`config.mk`:
```
export PLATFORM = sky130hd
export DESIGN_NAME = ccrb_top
export DESIGN_NICKNAME = d
export VERILOG_FILES = /design/src/ccrb_pkg.sv /design/src/ccrb_top.sv
export VERILOG_INCLUDE_DIRS = /design/src
export SDC_FILE = /design/constraint.sdc
export NUM_CORES = 1
export LEC_CHECK = 0
export ABC_CLOCK_PERIOD_IN_PS = 5200
export BUFFER_PORTS_ARGS = -buffer_cell sky130_fd_sc_hd__buf_2
export CORE_UTILIZATION = 60
export DETAILED_ROUTE_END_ITERATION = 7
export PLACE_DENSITY = 0.88
export SETUP_SLACK_MARGIN = 0.2
export SYNTH_ARGS = -nofsm -noshare
export SYNTH_HDL_FRONTEND = slang
export SYNTH_SLANG_ARGS = --single-unit
```
`constraint.sdc`:
```
create_clock -name clk_sys -period 5.2 [get_ports clk_sys]
set_clock_uncertainty 0.2 [all_clocks]
set_input_delay 0.26 -clock clk_sys [delete_from_list [all_inputs] [get_ports clk_sys]]
set_output_delay 0.26 -clock clk_sys [all_outputs]
set_load 0.01 [all_outputs]
```
`src/ccrb_map.svh`:
```
// offsets, field positions, reset values and sizes of the codec control bank
`ifndef CCRB_MAP_SVH
`define CCRB_MAP_SVH
`define CCRB_ADDR_BURST 5'h03
`define CCRB_ADDR_BB_CTRL 5'h06
`define CCRB_ADDR_VOICE1 5'h08
`define CCRB_ADDR_POP 5'h0a
`define CCRB_ADDR_VOICE2 5'h0b
`define CCRB_ADDR_GAIN_CAL 5'h0e
`define CCRB_PAGE_ZERO 1'b0
`define CCRB_PAGE_ONE 1'b1
`define CCRB_RESET_VALUE 10'h000
`define CCRB_WORD_W 10
`define CCRB_BURST_BITS 160
`define CCRB_BURST_WORDS 16
`define CCRB_LAST_BIT 8'h9f
`define CCRB_FIFO_DEPTH 32
`define CCRB_BB_EXT_CAL 9
`define CCRB_BB_LEVEL_LO 6
`define CCRB_BB_MULTISLOT 5
`define CCRB_BB_MOD_TYPE 4
`define CCRB_BB_LOOPBACK 3
`define CCRB_BB_CM_LO 0
`define CCRB_V1_BYPASS 9
`define CCRB_V1_AUX_GAIN 8
`define CCRB_V1_SYNC 7
`define CCRB_V1_CLK_MODE 6
`define CCRB_V1_LOOPBACK 5
`define CCRB_V1_MIC_BIAS 4
`define CCRB_V1_UL_SELECT 3
`define CCRB_V1_BUZZER 2
`define CCRB_V1_EAR_EN 1
`define CCRB_V1_AUX_EN 0
`define CCRB_V2_HS_MIC 2
`define CCRB_V2_HSO_EN 1
`define CCRB_V2_HS_BIAS 0
`define CCRB_POP_DIS 0
`define CCRB_POP_CHG 1
`define CCRB_POP_AUTO 2
`endif

```
`src/ccrb_pkg.sv`:
```
// types and decode functions of the codec control bank
`default_nettype none
`include "ccrb_map.svh"
package ccrb_pkg;
  typedef enum logic [0:0] {
    CCRB_IDLE = 1'b0,
    CCRB_SEND = 1'b1
  } ccrb_tx_state_type;

  typedef struct packed {
    logic [1:0][`CCRB_BURST_BITS-1:0] buf_bits;
    logic [4:0] wr_ptr;
    ccrb_tx_state_type tx_state;
    logic [7:0] tx_cnt;
    logic tx_sel;
    logic alt_sel;
    logic tx_bit;
    logic tx_valid;
    logic [9:0] bb_ctrl;
    logic [3:0] i_gain;
    logic [9:0] voice1;
    logic [2:0] voice2;
    logic [8:0] pop;
    logic dl_on_d;
    logic [2:0] sync;
    logic vrst_lvl;
    logic vrst_pulse;
    logic [9:0] rdata;
  } ccrb_state_type;

  // output level code to index 0..5, lsb ignored above 011
  function automatic logic [2:0] ccrb_level_index(input logic [2:0] code);
    ccrb_level_index = code[2] ? {2'b10, code[1]} : code;
  endfunction

  // common-mode code to index 0..4, 1xx all one value
  function automatic logic [2:0] ccrb_cm_index(input logic [2:0] code);
    ccrb_cm_index = code[2] ? 3'h4 : code;
  endfunction
endpackage
`default_nettype wire

```
`src/ccrb_top.sv`:
```
// codec control register bank with uplink burst buffers and voice control
`timescale 1ns/1ps
`default_nettype none

module ccrb_fifo #(
  parameter int WIDTH = 10,
  parameter int DEPTH = 32
) (
  // clock, reset, enable
  input wire logic clk_sys,
  input wire logic reset,
  input wire logic ce,
  // fill side
  input wire logic in_valid,
  output logic in_ready,
  input wire logic [WIDTH-1:0] in_data,
  // drain side
  output logic out_valid,
  input wire logic out_ready,
  output logic [WIDTH-1:0] out_data
);
  localparam int AW = $clog2(DEPTH);
  typedef struct packed {
    logic [DEPTH-1:0][WIDTH-1:0] mem;
    logic [AW-1:0] wp;
    logic [AW-1:0] rp;
    logic [AW:0] cnt;
  } ccrb_fifo_state_type;
  ccrb_fifo_state_type f_reg;
  ccrb_fifo_state_type f_next;
  logic push;
  logic pop;

  assign in_ready = f_reg.cnt != (AW+1)'(DEPTH);
  assign out_valid = f_reg.cnt != '0;
  assign out_data = f_reg.mem[f_reg.rp];
  assign push = in_valid && in_ready;
  assign pop = out_valid && out_ready;

  always_comb
  begin
    f_next = f_reg;
    if (push)
    begin
      f_next.mem[f_reg.wp] = in_data;
      f_next.wp = (f_reg.wp == AW'(DEPTH - 1)) ? '0 : f_reg.wp + 1'b1;
    end
    if (pop)
      f_next.rp = (f_reg.rp == AW'(DEPTH - 1)) ? '0 : f_reg.rp + 1'b1;
    f_next.cnt = f_reg.cnt + (AW+1)'(push) - (AW+1)'(pop);
    if (reset)
    begin
      f_next.wp = '0;
      f_next.rp = '0;
      f_next.cnt = '0;
    end
  end

  always_ff @(posedge clk_sys)
  begin
    if (reset || ce)
      f_reg <= f_next;
  end
endmodule // ccrb_fifo

// Behaviour
// - burst is 160 bits in 16 ten-bit words: guard, tail, data, training, data, tail, guard
// - burst bits go out from bit zero upward through all 160
// - burst buffers keep contents through reset and after transmission
// - single slot sends buffer one only; multislot alternates buffer zero and one
// - modulation type bit clear selects GMSK
// - baseband loopback bit routes uplink I/Q back to downlink inputs
// - calibration select: zero automatic, one external
// - output level field picks six levels; 10x and 11x ignore the lsb
// - common-mode field: half supply or four voltages; 1xx all one value
// - I gain field is signed: 0000 none, upward raises, 1111 downward lowers
// - voice bypass skips voice filter, gain stage and volume control
// - aux input gain bit: zero low gain, one high gain
// - with sync enabled the voice reset pin resets voice logic and clears enable
// - voice clock mode: zero burst, one continuous
// - voice loopback feeds voice output samples into audio converter input
// - uplink select: zero aux input, one microphone only with uplink power on
// - buzzer bit powers down aux and ear stages regardless of enables
// - ear, aux and headset enables act only with downlink power on
// - second voice register bit 2 picks headset mic, bit 0 headset bias
// - mic bias bit: zero lower voltage, one higher voltage
// - auto mode: charge sets on downlink power rise, clears on enable, writes ignored
// - discharge inert while charge set, downlink power off or output enabled
module ccrb_top #(
  parameter int FIFO_DEPTH = `CCRB_FIFO_DEPTH
) (
  // clock, reset, enable
  input wire logic clk_sys,
  input wire logic reset,
  input wire logic ce,
  // register port
  input wire logic reg_page,
  input wire logic [4:0] reg_addr,
  input wire logic [9:0] reg_wdata,
  input wire logic reg_wr,
  output logic reg_wr_ready,
  input wire logic reg_rd,
  output logic [9:0] reg_rdata,
  // power state from the power-down register
  input wire logic voice_downlink_power_on,
  input wire logic voice_uplink_power_on,
  // burst stream
  input wire logic burst_start,
  output logic tx_bit,
  output logic tx_valid,
  output logic tx_busy,
  // baseband controls
  output logic gmsk_mode,
  output logic baseband_loopback,
  output logic calibration_select,
  output logic [2:0] output_level_index,
  output logic [2:0] common_mode_index,
  output logic signed [3:0] i_gain_calibration,
  // voice controls
  output logic voice_bypass,
  output logic aux_input_gain_high,
  output logic voice_clock_continuous,
  output logic voice_loopback,
  output logic mic_bias_high,
  output logic microphone_input_selected,
  output logic ear_amp_on,
  output logic aux_amp_on,
  output logic headset_amp_on,
  output logic headset_mic_select,
  output logic headset_bias_select,
  output logic [2:0] capacitor_charge_on,
  output logic [2:0] capacitor_discharge_on,
  // external voice reset
  input wire logic voice_reset_pin,
  output logic voice_digital_reset
);
  import ccrb_pkg::*;

  ccrb_state_type s_reg;
  ccrb_state_type s_next;
  logic burst_hit;
  logic wr_fire;
  logic start_ok;
  logic fifo_in_ready;
  logic fifo_out_valid;
  logic fifo_out_ready;
  logic [9:0] fifo_out_data;
  logic pop_fire;
  logic multislot;
  logic dl_rise;
  logic vrst_rise;
  logic [2:0] out_en;

  assign burst_hit = reg_page == `CCRB_PAGE_ZERO && reg_addr == `CCRB_ADDR_BURST;
  assign reg_wr_ready = burst_hit ? fifo_in_ready : 1'b1;
  assign wr_fire = reg_wr && reg_wr_ready;
  assign multislot = s_reg.bb_ctrl[`CCRB_BB_MULTISLOT];
  assign start_ok = burst_start && s_reg.tx_state == CCRB_IDLE;
  // buffer is never rewritten while it is being sent
  assign fifo_out_ready = s_reg.tx_state == CCRB_IDLE && !burst_start;
  assign pop_fire = fifo_out_valid && fifo_out_ready;
  assign dl_rise = voice_downlink_power_on && !s_reg.dl_on_d;
  assign vrst_rise = s_reg.sync[1] == s_reg.sync[2] && s_reg.sync[2] && !s_reg.vrst_lvl;
  // index 0 headset, 1 ear, 2 aux
  assign out_en = {s_reg.voice1[`CCRB_V1_AUX_EN], s_reg.voice1[`CCRB_V1_EAR_EN],
    s_reg.voice2[`CCRB_V2_HSO_EN]};

  ccrb_fifo #(
    .WIDTH(`CCRB_WORD_W),
    .DEPTH(FIFO_DEPTH)
  ) u_fifo (
    .clk_sys(clk_sys),
    .reset(reset),
    .ce(ce),
    .in_valid(reg_wr && burst_hit),
    .in_ready(fifo_in_ready),
    .in_data(reg_wdata),
    .out_valid(fifo_out_valid),
    .out_ready(fifo_out_ready),
    .out_data(fifo_out_data)
  );

  always_comb
  begin
    logic [1:0][`CCRB_BURST_BITS-1:0] keep;
    logic wsel;
    logic [7:0] base;
    keep = s_reg.buf_bits;
    wsel = 1'b0;
    base = 8'h00;
    s_next = s_reg;
    s_next.sync = {s_reg.sync[1:0], voice_reset_pin};
    if (s_reg.sync[1] == s_reg.sync[2])
      s_next.vrst_lvl = s_reg.sync[2];
    s_next.dl_on_d = voice_downlink_power_on;
    s_next.vrst_pulse = 1'b0;
    s_next.tx_valid = 1'b0;
    s_next.tx_bit = 1'b0;
    // control register writes
    if (wr_fire && reg_page == `CCRB_PAGE_ONE && reg_addr == `CCRB_ADDR_BB_CTRL)
      s_next.bb_ctrl = reg_wdata;
    if (wr_fire && reg_page == `CCRB_PAGE_ONE && reg_addr == `CCRB_ADDR_GAIN_CAL)
      s_next.i_gain = reg_wdata[3:0];
    if (wr_fire && reg_addr == `CCRB_ADDR_VOICE1)
      s_next.voice1 = reg_wdata;
    if (wr_fire && reg_page == `CCRB_PAGE_ONE && reg_addr == `CCRB_ADDR_VOICE2)
      s_next.voice2 = reg_wdata[2:0];
    for (int i = 0; i < 3; i++)
    begin
      if (wr_fire && reg_addr == `CCRB_ADDR_POP)
      begin
        s_next.pop[3*i+`CCRB_POP_AUTO] = reg_wdata[3*i+`CCRB_POP_AUTO];
        s_next.pop[3*i+`CCRB_POP_DIS] = reg_wdata[3*i+`CCRB_POP_DIS];
        if (!s_reg.pop[3*i+`CCRB_POP_AUTO])
          s_next.pop[3*i+`CCRB_POP_CHG] = reg_wdata[3*i+`CCRB_POP_CHG];
      end
      // auto charge: clear on enable, set on power rise, set wins
      if (s_reg.pop[3*i+`CCRB_POP_AUTO])
      begin
        if (out_en[i])
          s_next.pop[3*i+`CCRB_POP_CHG] = 1'b0;
        if (dl_rise)
          s_next.pop[3*i+`CCRB_POP_CHG] = 1'b1;
      end
    end
    // external voice reset also drops the sync enable
    if (vrst_rise && s_reg.voice1[`CCRB_V1_SYNC])
    begin
      s_next.vrst_pulse = 1'b1;
      s_next.voice1[`CCRB_V1_SYNC] = 1'b0;
    end
    // burst word drain into the buffers
    if (pop_fire)
    begin
      wsel = multislot ? s_reg.wr_ptr[4] : 1'b1;
      base = 8'(s_reg.wr_ptr[3:0]) * 8'd10;
      s_next.buf_bits[wsel][base +: `CCRB_WORD_W] = fifo_out_data;
      s_next.wr_ptr = multislot ? s_reg.wr_ptr + 5'h01 : {1'b0, s_reg.wr_ptr[3:0] + 4'h1};
    end
    case (s_reg.tx_state)
      CCRB_IDLE:
      begin
        if (start_ok)
        begin
          s_next.tx_state = CCRB_SEND;
          s_next.tx_cnt = 8'h00;
          s_next.tx_sel = multislot ? s_reg.alt_sel : 1'b1;
          s_next.alt_sel = multislot ? !s_reg.alt_sel : s_reg.alt_sel;
          s_next.wr_ptr = 5'h00;
        end
      end
      CCRB_SEND:
      begin
        s_next.tx_valid = 1'b1;
        s_next.tx_bit = s_reg.buf_bits[s_reg.tx_sel][s_reg.tx_cnt];
        if (s_reg.tx_cnt == `CCRB_LAST_BIT)
          s_next.tx_state = CCRB_IDLE;
        else
          s_next.tx_cnt = s_reg.tx_cnt + 8'h01;
      end
      default:
        s_next.tx_state = CCRB_IDLE;
    endcase
    // read port, write-only and unmapped read zero
    if (reg_rd)
    begin
      s_next.rdata = `CCRB_RESET_VALUE;
      if (reg_page == `CCRB_PAGE_ONE && reg_addr == `CCRB_ADDR_BB_CTRL)
        s_next.rdata = s_reg.bb_ctrl;
      if (reg_page == `CCRB_PAGE_ONE && reg_addr == `CCRB_ADDR_GAIN_CAL)
        s_next.rdata = {6'h00, s_reg.i_gain};
      if (reg_addr == `CCRB_ADDR_VOICE1)
        s_next.rdata = s_reg.voice1;
      if (reg_addr == `CCRB_ADDR_POP)
        s_next.rdata = {1'b0, s_reg.pop};
      if (reg_page == `CCRB_PAGE_ONE && reg_addr == `CCRB_ADDR_VOICE2)
        s_next.rdata = {7'h00, s_reg.voice2};
    end
    if (reset)
    begin
      s_next = '0;
      s_next.buf_bits = keep;
    end
  end

  always_ff @(posedge clk_sys)
  begin
    if (reset || ce)
      s_reg <= s_next;
  end

  assign reg_rdata = s_reg.rdata;
  assign tx_bit = s_reg.tx_bit;
  assign tx_valid = s_reg.tx_valid;
  assign tx_busy = s_reg.tx_state == CCRB_SEND;
  assign gmsk_mode = !s_reg.bb_ctrl[`CCRB_BB_MOD_TYPE];
  assign baseband_loopback = s_reg.bb_ctrl[`CCRB_BB_LOOPBACK];
  assign calibration_select = s_reg.bb_ctrl[`CCRB_BB_EXT_CAL];
  assign output_level_index =
    ccrb_level_index(s_reg.bb_ctrl[`CCRB_BB_LEVEL_LO +: 3]);
  assign common_mode_index = ccrb_cm_index(s_reg.bb_ctrl[`CCRB_BB_CM_LO +: 3]);
  assign i_gain_calibration = $signed(s_reg.i_gain);
  assign voice_bypass = s_reg.voice1[`CCRB_V1_BYPASS];
  assign aux_input_gain_high = s_reg.voice1[`CCRB_V1_AUX_GAIN];
  assign voice_clock_continuous = s_reg.voice1[`CCRB_V1_CLK_MODE];
  assign voice_loopback = s_reg.voice1[`CCRB_V1_LOOPBACK];
  assign mic_bias_high = s_reg.voice1[`CCRB_V1_MIC_BIAS];
  assign microphone_input_selected =
    s_reg.voice1[`CCRB_V1_UL_SELECT] && voice_uplink_power_on;
  assign ear_amp_on = out_en[1] && voice_downlink_power_on &&
    !s_reg.voice1[`CCRB_V1_BUZZER];
  assign aux_amp_on = out_en[2] && voice_downlink_power_on &&
    !s_reg.voice1[`CCRB_V1_BUZZER];
  assign headset_amp_on = out_en[0] && voice_downlink_power_on;
  assign headset_mic_select = s_reg.voice2[`CCRB_V2_HS_MIC];
  assign headset_bias_select = s_reg.voice2[`CCRB_V2_HS_BIAS];
  assign voice_digital_reset = s_reg.vrst_pulse;

  always_comb
  begin
    for (int i = 0; i < 3; i++)
    begin
      capacitor_charge_on[i] = s_reg.pop[3*i+`CCRB_POP_CHG] && voice_downlink_power_on &&
        !out_en[i];
      capacitor_discharge_on[i] = s_reg.pop[3*i+`CCRB_POP_DIS] && voice_downlink_power_on &&
        !s_reg.pop[3*i+`CCRB_POP_CHG] && !out_en[i];
    end
  end

  AST_FIRST_BIT: assert property (@(posedge clk_sys) disable iff (reset)
    $rose(tx_valid) |-> tx_bit == s_reg.buf_bits[s_reg.tx_sel][0])
    else $error("first burst bit is not bit zero");
  AST_BUF_HELD: assert property (@(posedge clk_sys) disable iff (reset)
    tx_busy |=> $stable(s_reg.buf_bits))
    else $error("burst buffer changed during transmission");
  AST_SINGLE_SLOT: assert property (@(posedge clk_sys) disable iff (reset)
    ce && start_ok && !multislot |=> s_reg.tx_sel && tx_busy)
    else $error("single slot did not pick buffer one");
  AST_ALTERNATE: assert property (@(posedge clk_sys) disable iff (reset)
    ce && start_ok && multislot |=> s_reg.tx_sel == $past(s_reg.alt_sel) &&
    s_reg.alt_sel != $past(s_reg.alt_sel))
    else $error("multislot did not alternate buffers");
  AST_VOICE_RESET: assert property (@(posedge clk_sys) disable iff (reset)
    ce && vrst_rise && s_reg.voice1[`CCRB_V1_SYNC] |=>
    voice_digital_reset && !s_reg.voice1[`CCRB_V1_SYNC])
    else $error("voice reset did not fire or clear enable");
  AST_NO_SYNC_RESET: assert property (@(posedge clk_sys) disable iff (reset)
    ce && !s_reg.voice1[`CCRB_V1_SYNC] |=> !voice_digital_reset)
    else $error("voice reset fired without enable");
  AST_MIC_POWER: assert property (@(posedge clk_sys) disable iff (reset)
    microphone_input_selected |-> voice_uplink_power_on && s_reg.voice1[`CCRB_V1_UL_SELECT])
    else $error("microphone selected without uplink power");
  AST_BUZZER: assert property (@(posedge clk_sys) disable iff (reset)
    s_reg.voice1[`CCRB_V1_BUZZER] |-> !ear_amp_on && !aux_amp_on)
    else $error("ear or aux stage on in buzzer mode");
  AST_DL_POWER: assert property (@(posedge clk_sys) disable iff (reset)
    !voice_downlink_power_on |-> !ear_amp_on && !aux_amp_on && !headset_amp_on)
    else $error("amplifier on without downlink power");
  AST_AUTO_CHARGE: assert property (@(posedge clk_sys) disable iff (reset)
    ce && dl_rise && s_reg.pop[`CCRB_POP_AUTO] |=> s_reg.pop[`CCRB_POP_CHG])
    else $error("auto charge not set on downlink power rise");
  AST_DISCHARGE: assert property (@(posedge clk_sys) disable iff (reset)
    capacitor_discharge_on[0] |-> !s_reg.pop[`CCRB_POP_CHG] && !out_en[0] &&
    voice_downlink_power_on)
    else $error("discharge active while inhibited");
  AST_READ_BACK: assert property (@(posedge clk_sys) disable iff (reset)
    ce && reg_wr && reg_page && reg_addr == `CCRB_ADDR_VOICE2 ##1 !reg_wr ##1
    ce && reg_rd && reg_page && reg_addr == `CCRB_ADDR_VOICE2 && !reg_wr |=>
    reg_rdata == {7'h00, $past(reg_wdata[2:0], 3)})
    else $error("second voice register read back wrong");
endmodule // ccrb_top

`default_nettype wire

```
Word level (Yosys, flattened, before mapping)
Index checks and enable logic that the tools add are counted.
{"block": "op_classes", "div": 0, "n_mul": 1, "add_sub_neg": 8, "order_cmp": 7, "n_eq_ne": 14, "n_mux": 58, "n_shift": 2, "n_reduce_logical": 86, "n_bitwise": 3}
{"cell": "320-bit bitwise mux", "n": 2}
{"cell": "160-bit two-way mux", "n": 3}
{"cell": "160-bit demux with 1-bit select", "n": 1}
{"cell": "10-bit by 10-bit variable shift with 160-bit output, first input constant", "n": 1}
{"cell": "10-bit by 10-bit indexed part select with 160-bit output", "n": 1}
{"cell": "10-bit two-way mux", "n": 10}
{"cell": "10-bit binary-select mux with 5-bit select", "n": 1}
{"cell": "10-bit demux with 5-bit select", "n": 1}
{"cell": "1-bit logical AND", "n": 43}
{"cell": "5-bit two-way mux", "n": 7}
{"cell": "2-bit AND reduction", "n": 11}
{"cell": "2-bit nonzero test", "n": 11}
{"cell": "1-bit two-way mux", "n": 21}
{"cell": "5-bit by 4-bit == test with 1-bit output, second input constant", "n": 4}
{"cell": "3-bit two-way mux", "n": 6}
{"cell": "9-bit case mux with 2 select lines", "n": 1}
{"cell": "16-bit two-way mux", "n": 1}
{"cell": "5-bit by 1-bit adder with 5-bit output, second input constant", "n": 3}
{"cell": "1-bit zero test", "n": 12}
{"cell": "5-bit by 6-bit < comparator with 1-bit output, second input constant", "n": 2}
{"cell": "5-bit == test, second input constant", "n": 2}
{"cell": "8-bit negator with 10-bit output", "n": 1}
{"cell": "8-bit by 9-bit < comparator with 1-bit output, second input constant", "n": 1}
{"cell": "3-bit AND reduction", "n": 3}
{"cell": "25 further kinds", "n": 30}
{"block": "word_totals", "mem_bits_rw": 0, "latchBits": 0, "mem_count": 0, "regBits": 726, "elab_cells": 235, "inputBits": 25, "mem_bits_ro": 0, "output_inout_bits": 45}

Longest topological paths before layout
Gate-level depths: netlist (run 1).
{"block": "logic_depth", "depth_word": 9, "depth_mapped": 16, "ltp_nobuf": 16}

Modules after synthesis
From an unflattened synthesis (run 1), not the netlist that was laid out.
{"block": "hier_totals", "cells_unflattened": 2222, "hier_area_um2": 32518.7}
{"module": "ccrb_top", "cells_each": 1485, "area_each_um2": 18992.0, "seq_area_each_um2": 11711.2, "n_inst": 1}
{"module": "ccrb_fifo", "cells_each": 737, "area_each_um2": 13526.7, "seq_area_each_um2": 10089.7, "n_inst": 1}

Least setup slack after synthesis (run 1)
Ideal clock, no wire load.
{"block": "synth_path", "kind": "flip-flop to flip-flop", "from": "register s_reg[66] (netlist name)", "to": "register s_reg[206] (netlist name) (data pin)", "setup_time_ns": 0.193, "period_less_slack_ns": 3.951, "arrival_ns": 3.558, "path_slack_ns": 1.249, "path_stages_with_launch": 11, "path_buffers": 1, "required_ns": 4.807, "cell_sequence": "edfxtp_1 ha_1 ha_1 fa_1 clkbuf_1 nor4b_1 nand2_1 o31a_1 nor3_1 nand2_1 o32ai_1"}
{"block": "synth_between", "elab_chain_cells": 6, "elab_cells_between_ends": 7, "cone_classes": "1 x add/sub; 1 x mul; 2 x shift; 3 x mux"}
{"item": "start, declared", "line": "ccrb_top.sv:139", "source": "ccrb_state_type s_reg;"}
{"item": "start signal, assigned", "line": "ccrb_top.sv:289", "source": "s_reg <= s_next;"}
{"item": "4-bit by 3-bit multiplier with 7-bit output (*)", "line": "ccrb_top.sv:236", "source": "base = 8'(s_reg.wr_ptr[3:0]) * 8'd10;"}
{"item": "8-bit negator with 10-bit output (*)", "line": "ccrb_top.sv:237", "source": "s_next.buf_bits[wsel][base +: `CCRB_WORD_W] = fifo_out_data;"}
{"item": "10-bit by 10-bit variable shift with 160-bit output", "line": "ccrb_top.sv:237"}
{"item": "160-bit two-way mux", "line": "ccrb_top.sv:237"}
{"item": "160-bit demux with 1-bit select", "line": "ccrb_top.sv:237"}
{"item": "320-bit bitwise mux (*)", "line": "ccrb_top.sv:237"}
Every way passes the cells marked *; elsewhere a longest branch is shown, timed or not.
A chain may end at the register's enable or synchronous reset.

Worst setup path in the final report (run 1)
{"block": "layout_path", "from": "register u_fifo.f_reg[6] (netlist name)", "to": "register s_reg[370] (netlist name) (data pin)"}
{"block": "layout_between", "elab_chain_cells": 4}
{"item": "start, declared", "line": "ccrb_top.sv:29", "source": "ccrb_fifo_state_type f_reg;"}
{"item": "start signal, assigned", "line": "ccrb_top.sv:62", "source": "f_reg <= f_next;"}
{"item": "10-bit binary-select mux with 5-bit select", "line": "ccrb_top.sv:36", "source": "assign out_data = f_reg.mem[f_reg.rp];"}
{"item": "10-bit two-way mux (implied by the code)", "line": "ccrb_top.sv:36"}
{"item": "10-bit by 10-bit indexed part select with 160-bit output", "line": "ccrb_top.sv:237"}
{"item": "320-bit bitwise mux", "line": "ccrb_top.sv:237"}
Every way passes these cells. The select of a mux whose other input is x is not followed.

==> results of run 1 <==
path summary, 6_finish.rpt:
kind                                      start                         end  slack [ps]  cells past startpoint
setup / recovery  u_fifo.f_reg[6]$_SDFFCE_PP0P_        s_reg[370]$_DFFE_PP_         570                      7
hold / removal                     reg_wdata[3]  u_fifo.f_reg[19]$_DFFE_PP_          30                      1
setup reg to reg  u_fifo.f_reg[6]$_SDFFCE_PP0P_        s_reg[370]$_DFFE_PP_         570                      7
hold reg to reg         s_reg[54]$_SDFFCE_PP0P_     s_reg[54]$_SDFFCE_PP0P_         380                      1
critical path, cell delays in order (launching register included):
cell and delay, ps:
edfxtp_1 870, mux4_2 600, mux2_2 340, o221ai_1 480
o311a_1 440, a211o_1 400, o22a_1 800, nor2_1 160
area by class of cell:
| type | count | area share |
|---|---|---|
| Inverter | 37 | 0.00391 |
| Timing Repair Buffer | 134 | 0.0262 |
| Clock inverter | 34 | 0.00644 |
| Multi-Input combinational cell | 1221 | 0.273 |
| Sequential cell | 726 | 0.613 |
| Antenna cell | 1 | 0.0000704 |
| Clock buffer | 91 | 0.0527 |
| Tap cell | 688 | 0.0242 |
cells in the final DEF (no fill, tap or decap), types with 11 or more instances in the layout:
master,count
edfxtp_1,726
nor2_1,347
mux4_2,163
nand2_1,131
clkbuf_16,72
buf_2,69
o22ai_1,50
buf_4,49
nor3_1,46
nor2b_1,44
mux2i_1,44
nand3_1,43
o21ai_0,40
inv_1,36
a21oi_1,34
ha_1,26
mux2_2,24
a22oi_1,21
clkbuf_1,19
and2_1,14
xnor2_1,13
nand2b_1,13
and3_1,12
clkinv_1,12
a211oi_1,11
a221oi_1,11
routing by layer:
layer	share of wire	wire length [µm]
met3	0.13	11700
met2	0.49	44800
met4	0.063	5790
met5	0	0
met1	0.32	29900
metrics by stage:
step           std cells  worst slack, ps  total power, mW  hold slack [ps]   util
5_1_grt             2931              425             14.7             34.4  0.673
3_3_place_gp        2796              830             9.45              313  0.631
6_report            2932              571             14.4             34.5  0.673
3_5_place_dp        2796              626             9.54              365  0.631
2_1_floorplan       2118             1250             8.46              159      -
4_1_cts             2931              596             14.2             8.44  0.672
logic make-up after synthesis:
logic type	after synthesis	share of synthesized area
AOI/OAI and AO/OA	239	0.0509
and+or+nand+nor	701	0.0969
buffers and inverters	171	0.0244
DFF	726	0.675
xor gates and xnor gates	22	0.00596
adders and majority gates	28	0.0113
muxes	231	0.136
power by group:
group          switching, mW  total (mW)  internal [mW]
Clock                   2.18        4.79           2.61
Sequential            0.0982        6.68           6.58
Combinational           2.07        2.93          0.857
Total                   4.35        14.4           10.1
timing repair:
action | CTS | global route
setup endpoints to repair | 0 | 2
resized for setup | 0 | 1
hold buffers | 10 | 0
hold endpoints to repair | 39 | 0
==> qor.yml, run 1 <==
synth-edff-count: 726
syn-cell-area_um2: 32300
violations: "DRC"
die_area_um2: 54800
async_flop_share: 0
synth_area_leader_cell: "edfxtp_1"
post-cts-setup-buffer-count: 0
clk_pin_slew_ps: 70
worst_setup_path_end_kind: "register"
drc_errors: 5
io_buffer_count: 69
finalSetupViolations: 0
vias: 21300
status: "finished, violations left"
synth_area_leaders: "edfxtp_1, mux4_2, nor2_1, nand2_1, mux2i_1"
cts_tree: "done"
synth_top_area_frac: 0.675
rsz0062_at_grt: "no"
critPathKind: "register to register"
syn_nets: 2171
syn_to_final_growth_pct: 10.1
ir_drop_mv: 0.505
ys_seq_area_frac: 0.675
place_hpwl_mm: 58.9
die_x_um: 234
synth_seq_cells: 726
clk_latency_ps: 630
wl_per_cell_um: 31.4
largest_register_ffs: 359
powerDensity_nw_per_um2: 405
use_met3: 0.0790
syn_inst: 2118
hold_viol_final: 0
worstSetupStartpointType: "register"
vias_per_cell: 7.26
clockBufferDepth: 3
final_area_um2: 35600
seq_area_um2: 21800
place_area_um2: 33300
slew-limit-headroom: 0.126
ys_types: 73
report.final.slew_viol_count: 0
core-area_um2: 52900
row_count: 84
synth_area_per_cell_um2: 15.3
gp_congestion: 1.03
critPathArrivalTime_ps: 4730
leakage_nw: 10.8
fin_nets: 2243
cap_violations: 0
htree_levels: 3
grt_pass1_wl_mm: 135
top_level_ports: 70
multi_input_area_um2: 9720
fin_tns_setup_ps: 0
grt-ovfl-total: 0
yosysMostFrequentCell: "edfxtp_1"
fmax_ghz: 0.216
drt_iter0_markers: 3386
drive_above_1_share: 0.189
clockRootBuffer: "clkbuf_16"
finalWirelength_mm: 92.2
ys_warn_count: 0
clkSinkCount: 726
fin_crit_ps: 4630
grt_busiest_layer: "met2"
ant_nets: 0
first_global_vias: 21100
worst_pin_slew_ps: 1300
cts_inserted_buffers: 70
die_height_um: 234
grt_usage: 0.344
synth_ff_type: "edfxtp_1"
drtPass1Iterations: 8
crit_fanout: 11
grt_util_met2: 0.564
synthTopCellsByCount: "edfxtp_1, nor2_1, mux4_2"
antenna_found_initial: 0
fillers: 3282
required_ps: 5310
fin_crit_sh: 0.890
grtUsageMet1: 0.427
start_util: 0.611
min_path_type: "input port to register"
grt_max_degree: 84
Note: power is estimated with default switching activity, not from simulation.
==> run 2, diff against run 1 <==
--- a/config.mk
+++ b/config.mk
@@ -14,4 +14,5 @@
 export SETUP_SLACK_MARGIN = 0.2
 export SYNTH_ARGS = -nofsm -noshare
 export SYNTH_HDL_FRONTEND = slang
+export SYNTH_HIERARCHICAL = 1
 export SYNTH_SLANG_ARGS = --single-unit
==> constraint.sdc (replaced) <==
create_clock -name clk_sys -period 5.2 [get_ports clk_sys]
set_clock_uncertainty 0.2 [all_clocks]
set_input_delay 0.26 -clock clk_sys [delete_from_list [all_inputs] [get_ports clk_sys]]
set_output_delay 0.26 -clock clk_sys [all_outputs]
set_load 0.1 [all_outputs]
==> qor.yml, run 2 <==
status: "finished clean"
io_buffer_count: 69  # unchanged
syn_to_final_growth_pct: 10.2
worstSetupStartpointType: "register"
place_hpwl_mm: 55.4  # -5.9%
crit_start: "s_reg[68]$_SDFFCE_PP0N_"
syn_nets: 2275  # +4.8%
fin_tns_setup_ps: 0  # unchanged
antenna_found_initial: 1  # +1
grt-ovfl-total: 0  # unchanged
vias: 21200  # -0.33%
r2r_setup_slack_ps: 400  # -180 ps
final_area_um2: 35800  # +0.78%
post-cts-setup-buffer-count: 0  # unchanged
hold_viol_final: 0  # unchanged
fin_crit_sh: 0.924  # +0.0337
holdWs_ps: 11.9  # -22.6 ps
die_x_um: 235  # +0.33%
setup_slack_ps: 396  # -175 ps
synth_area_per_cell_um2: 14.6  # -4.0%
required_ps: 5270  # -40 ps
worst_pin_slew_ps: 1310  # +4.10 ps
synth_area_leaders: "edfxtp_1, mux4_2, nor2_1, mux2i_1, nand2_1"
fillers: 3323  # +1.2%
clkSinkCount: 726  # unchanged
syn_inst: 2222  # +4.9%
grt_usage: 0.310  # -0.0332
drt_iter0_markers: 3548  # +4.8%
power.switching_mw: 4.40  # +1.0%
clk_latency_ps: 670  # +40 ps
reg2reg_from: "s_reg[68]$_SDFFCE_PP0N_"
rsz0062_at_grt: "no"
fin_nets: 2345  # +4.5%
clock_power_share: 0.347  # +0.014
gp_congestion: 0.976  # -5.4%
start_util: 0.613  # +0.00161
clockBufferDepth: 3  # unchanged
cts_tree: "done"
grt_pass1_wl_mm: 128  # -5.3%
powerDensity_nw_per_um2: 409  # +0.86%
report.final.slew_viol_count: 0  # unchanged
synth_ff_type: "edfxtp_1"
final_common_cell: "edfxtp_1"
diodes: 0  # -1
worst_setup_path_end_kind: "register"
first_global_vias: 20900  # -0.86%
critPathKind: "register to register"
row_count: 84  # unchanged
die_height_um: 235  # +0.33%
core-area_um2: 53100  # +0.40%
seqPwrFrac: 0.457  # -0.007
leakage_nw: 11.2  # +3.5%
grt_max_degree: 65  # -23%
clockRootBuffer: "clkbuf_16"
wl_per_cell_um: 28.3  # -10%
critPathArrivalTime_ps: 4870  # +140 ps
cap_violations: 0  # unchanged
drc_errors: 0  # -5
cts_inserted_buffers: 71  # +1.4%
layout_common_cells: "edfxtp_1, nor2_1, nand2_1"
ir_drop_mv: 0.446  # -12%
die_area_um2: 55100  # +0.66%
intPower_mw: 10.2  # +1.9%
min_from: "reg_wdata[8]"
ys_warn_count: 6  # +6
finalSetupViolations: 0  # unchanged
top_level_ports: 70  # unchanged
fin_crit_ps: 4800  # +175 ps
async_flop_share: 0  # unchanged
drtPass1Iterations: 8  # unchanged
largest_register_ffs: 359  # unchanged
pre_cts_ws_ps: 532  # -93.3 ps
synth_seq_cells: 726  # unchanged
vias_per_cell: 7.00  # -3.6%
min_path_type: "input port to register"
switching_share: 0.300  # -0.00186
drive_above_1_share: 0.152  # -0.0370
pwr-share-comb: 0.196  # -0.007
clk_pin_slew_ps: 90  # +20 ps
synth_area_leader_cell: "edfxtp_1"
synthTopCellsByCount: "edfxtp_1, nor2_1, nand2_1"
ys_types: 85  # +16%
crit_fanout: 13  # +2
fmax_ghz: 0.208  # -3.6%
synth-edff-count: 726  # unchanged
ant_nets: 0  # unchanged
yosysMostFrequentCell: "edfxtp_1"
htree_levels: 3  # unchanged
finalWirelength_mm: 85.7  # -7.1%
ys_seq_area_frac: 0.670  # -0.00444
place_area_um2: 33500  # +0.32%
slew-limit-headroom: 0.128  # +0.00167
synth_top_area_frac: 0.670  # -0.00444
syn-cell-area_um2: 32500  # +0.66%
[run 2: metal layers]
layer | global-route usage | part of all wire | vias up
met2 | 0.530 | 0.50 | 1773
met4 | 0.146 | 0.053 | 2
met3 | 0.0614 | 0.11 | 319
met1 | 0.383 | 0.33 | 10400
met5 | 0 | 0.00015 | -
li1 | - | - | 8692
[run 2: power groups by stage]
stage               clock [mW]  combinational (mW)  sequential, mW
finish                    5.08                2.87            6.69
global route              5.31                2.97            6.69
CTS                       5.06                2.76            6.68
detailed placement           0                2.71            6.80
global placement             0                2.63            6.79
floorplan                    0                1.76            6.81
[run 2: timing repair]
item                                   CTS  global route
hold buffers                            12             1
resized for setup                        0             0
endpoints found under the hold margin  124             1
[run 2: cell families after synthesis]
group                      after synthesis  synth area share
and+or+nand+nor                        767             0.108
DFF                                    726             0.670
AOI/OAI and AO/OA                      270            0.0594
muxes                                  248             0.121
buffers and inverters                  167            0.0253
adders and majority gates               28            0.0112
xor gates and xnor gates                16           0.00454
[run 2: through the flow]
| stage | utilization | power [mW] | instances |
|---|---|---|---|
| 3_5_place_dp | 0.630 | 9.51 | 2894 |
| 4_1_cts | 0.675 | 14.5 | 3029 |
| 2_1_floorplan | - | 8.57 | 2222 |
| 5_1_grt | 0.675 | 15.0 | 3030 |
| 6_report | 0.675 | 14.6 | 3030 |
| 3_3_place_gp | 0.630 | 9.43 | 2894 |
[run 2: worst paths after layout]
| check | to | cells after the start |
|---|---|---|
| max | s_reg[261]$_DFFE_PP_ | 11 |
| min | u_fifo/f_reg[64]$_DFFE_PP_ | 1 |
| max reg2reg | s_reg[261]$_DFFE_PP_ | 11 |
| min reg2reg | s_reg[13]$_SDFFCE_PP0N_ | 1 |
[run 2: worst max-delay path, cell delays in order (launching register included)]
cell and delay [ps]:
edfxtp_1 630, ha_1 330, ha_1 230, fa_1 680, or2_1 340, a2111oi_4 110, buf_4 260, or3_1 450
nor2_1 120, a21oi_1 50, buf_4 230, nor3_1 810
[run 2: cell type report]
cell class                 instances  area (µm²)  area share
clock buffer                      85        1830      0.0510
clock inverter                    38         422      0.0118
sequential                       726       21800       0.608
tap                              688         861      0.0240
inverter                          32         120     0.00335
timing repair buffer             132         901      0.0251
multi-input combinational       1329        9900       0.276
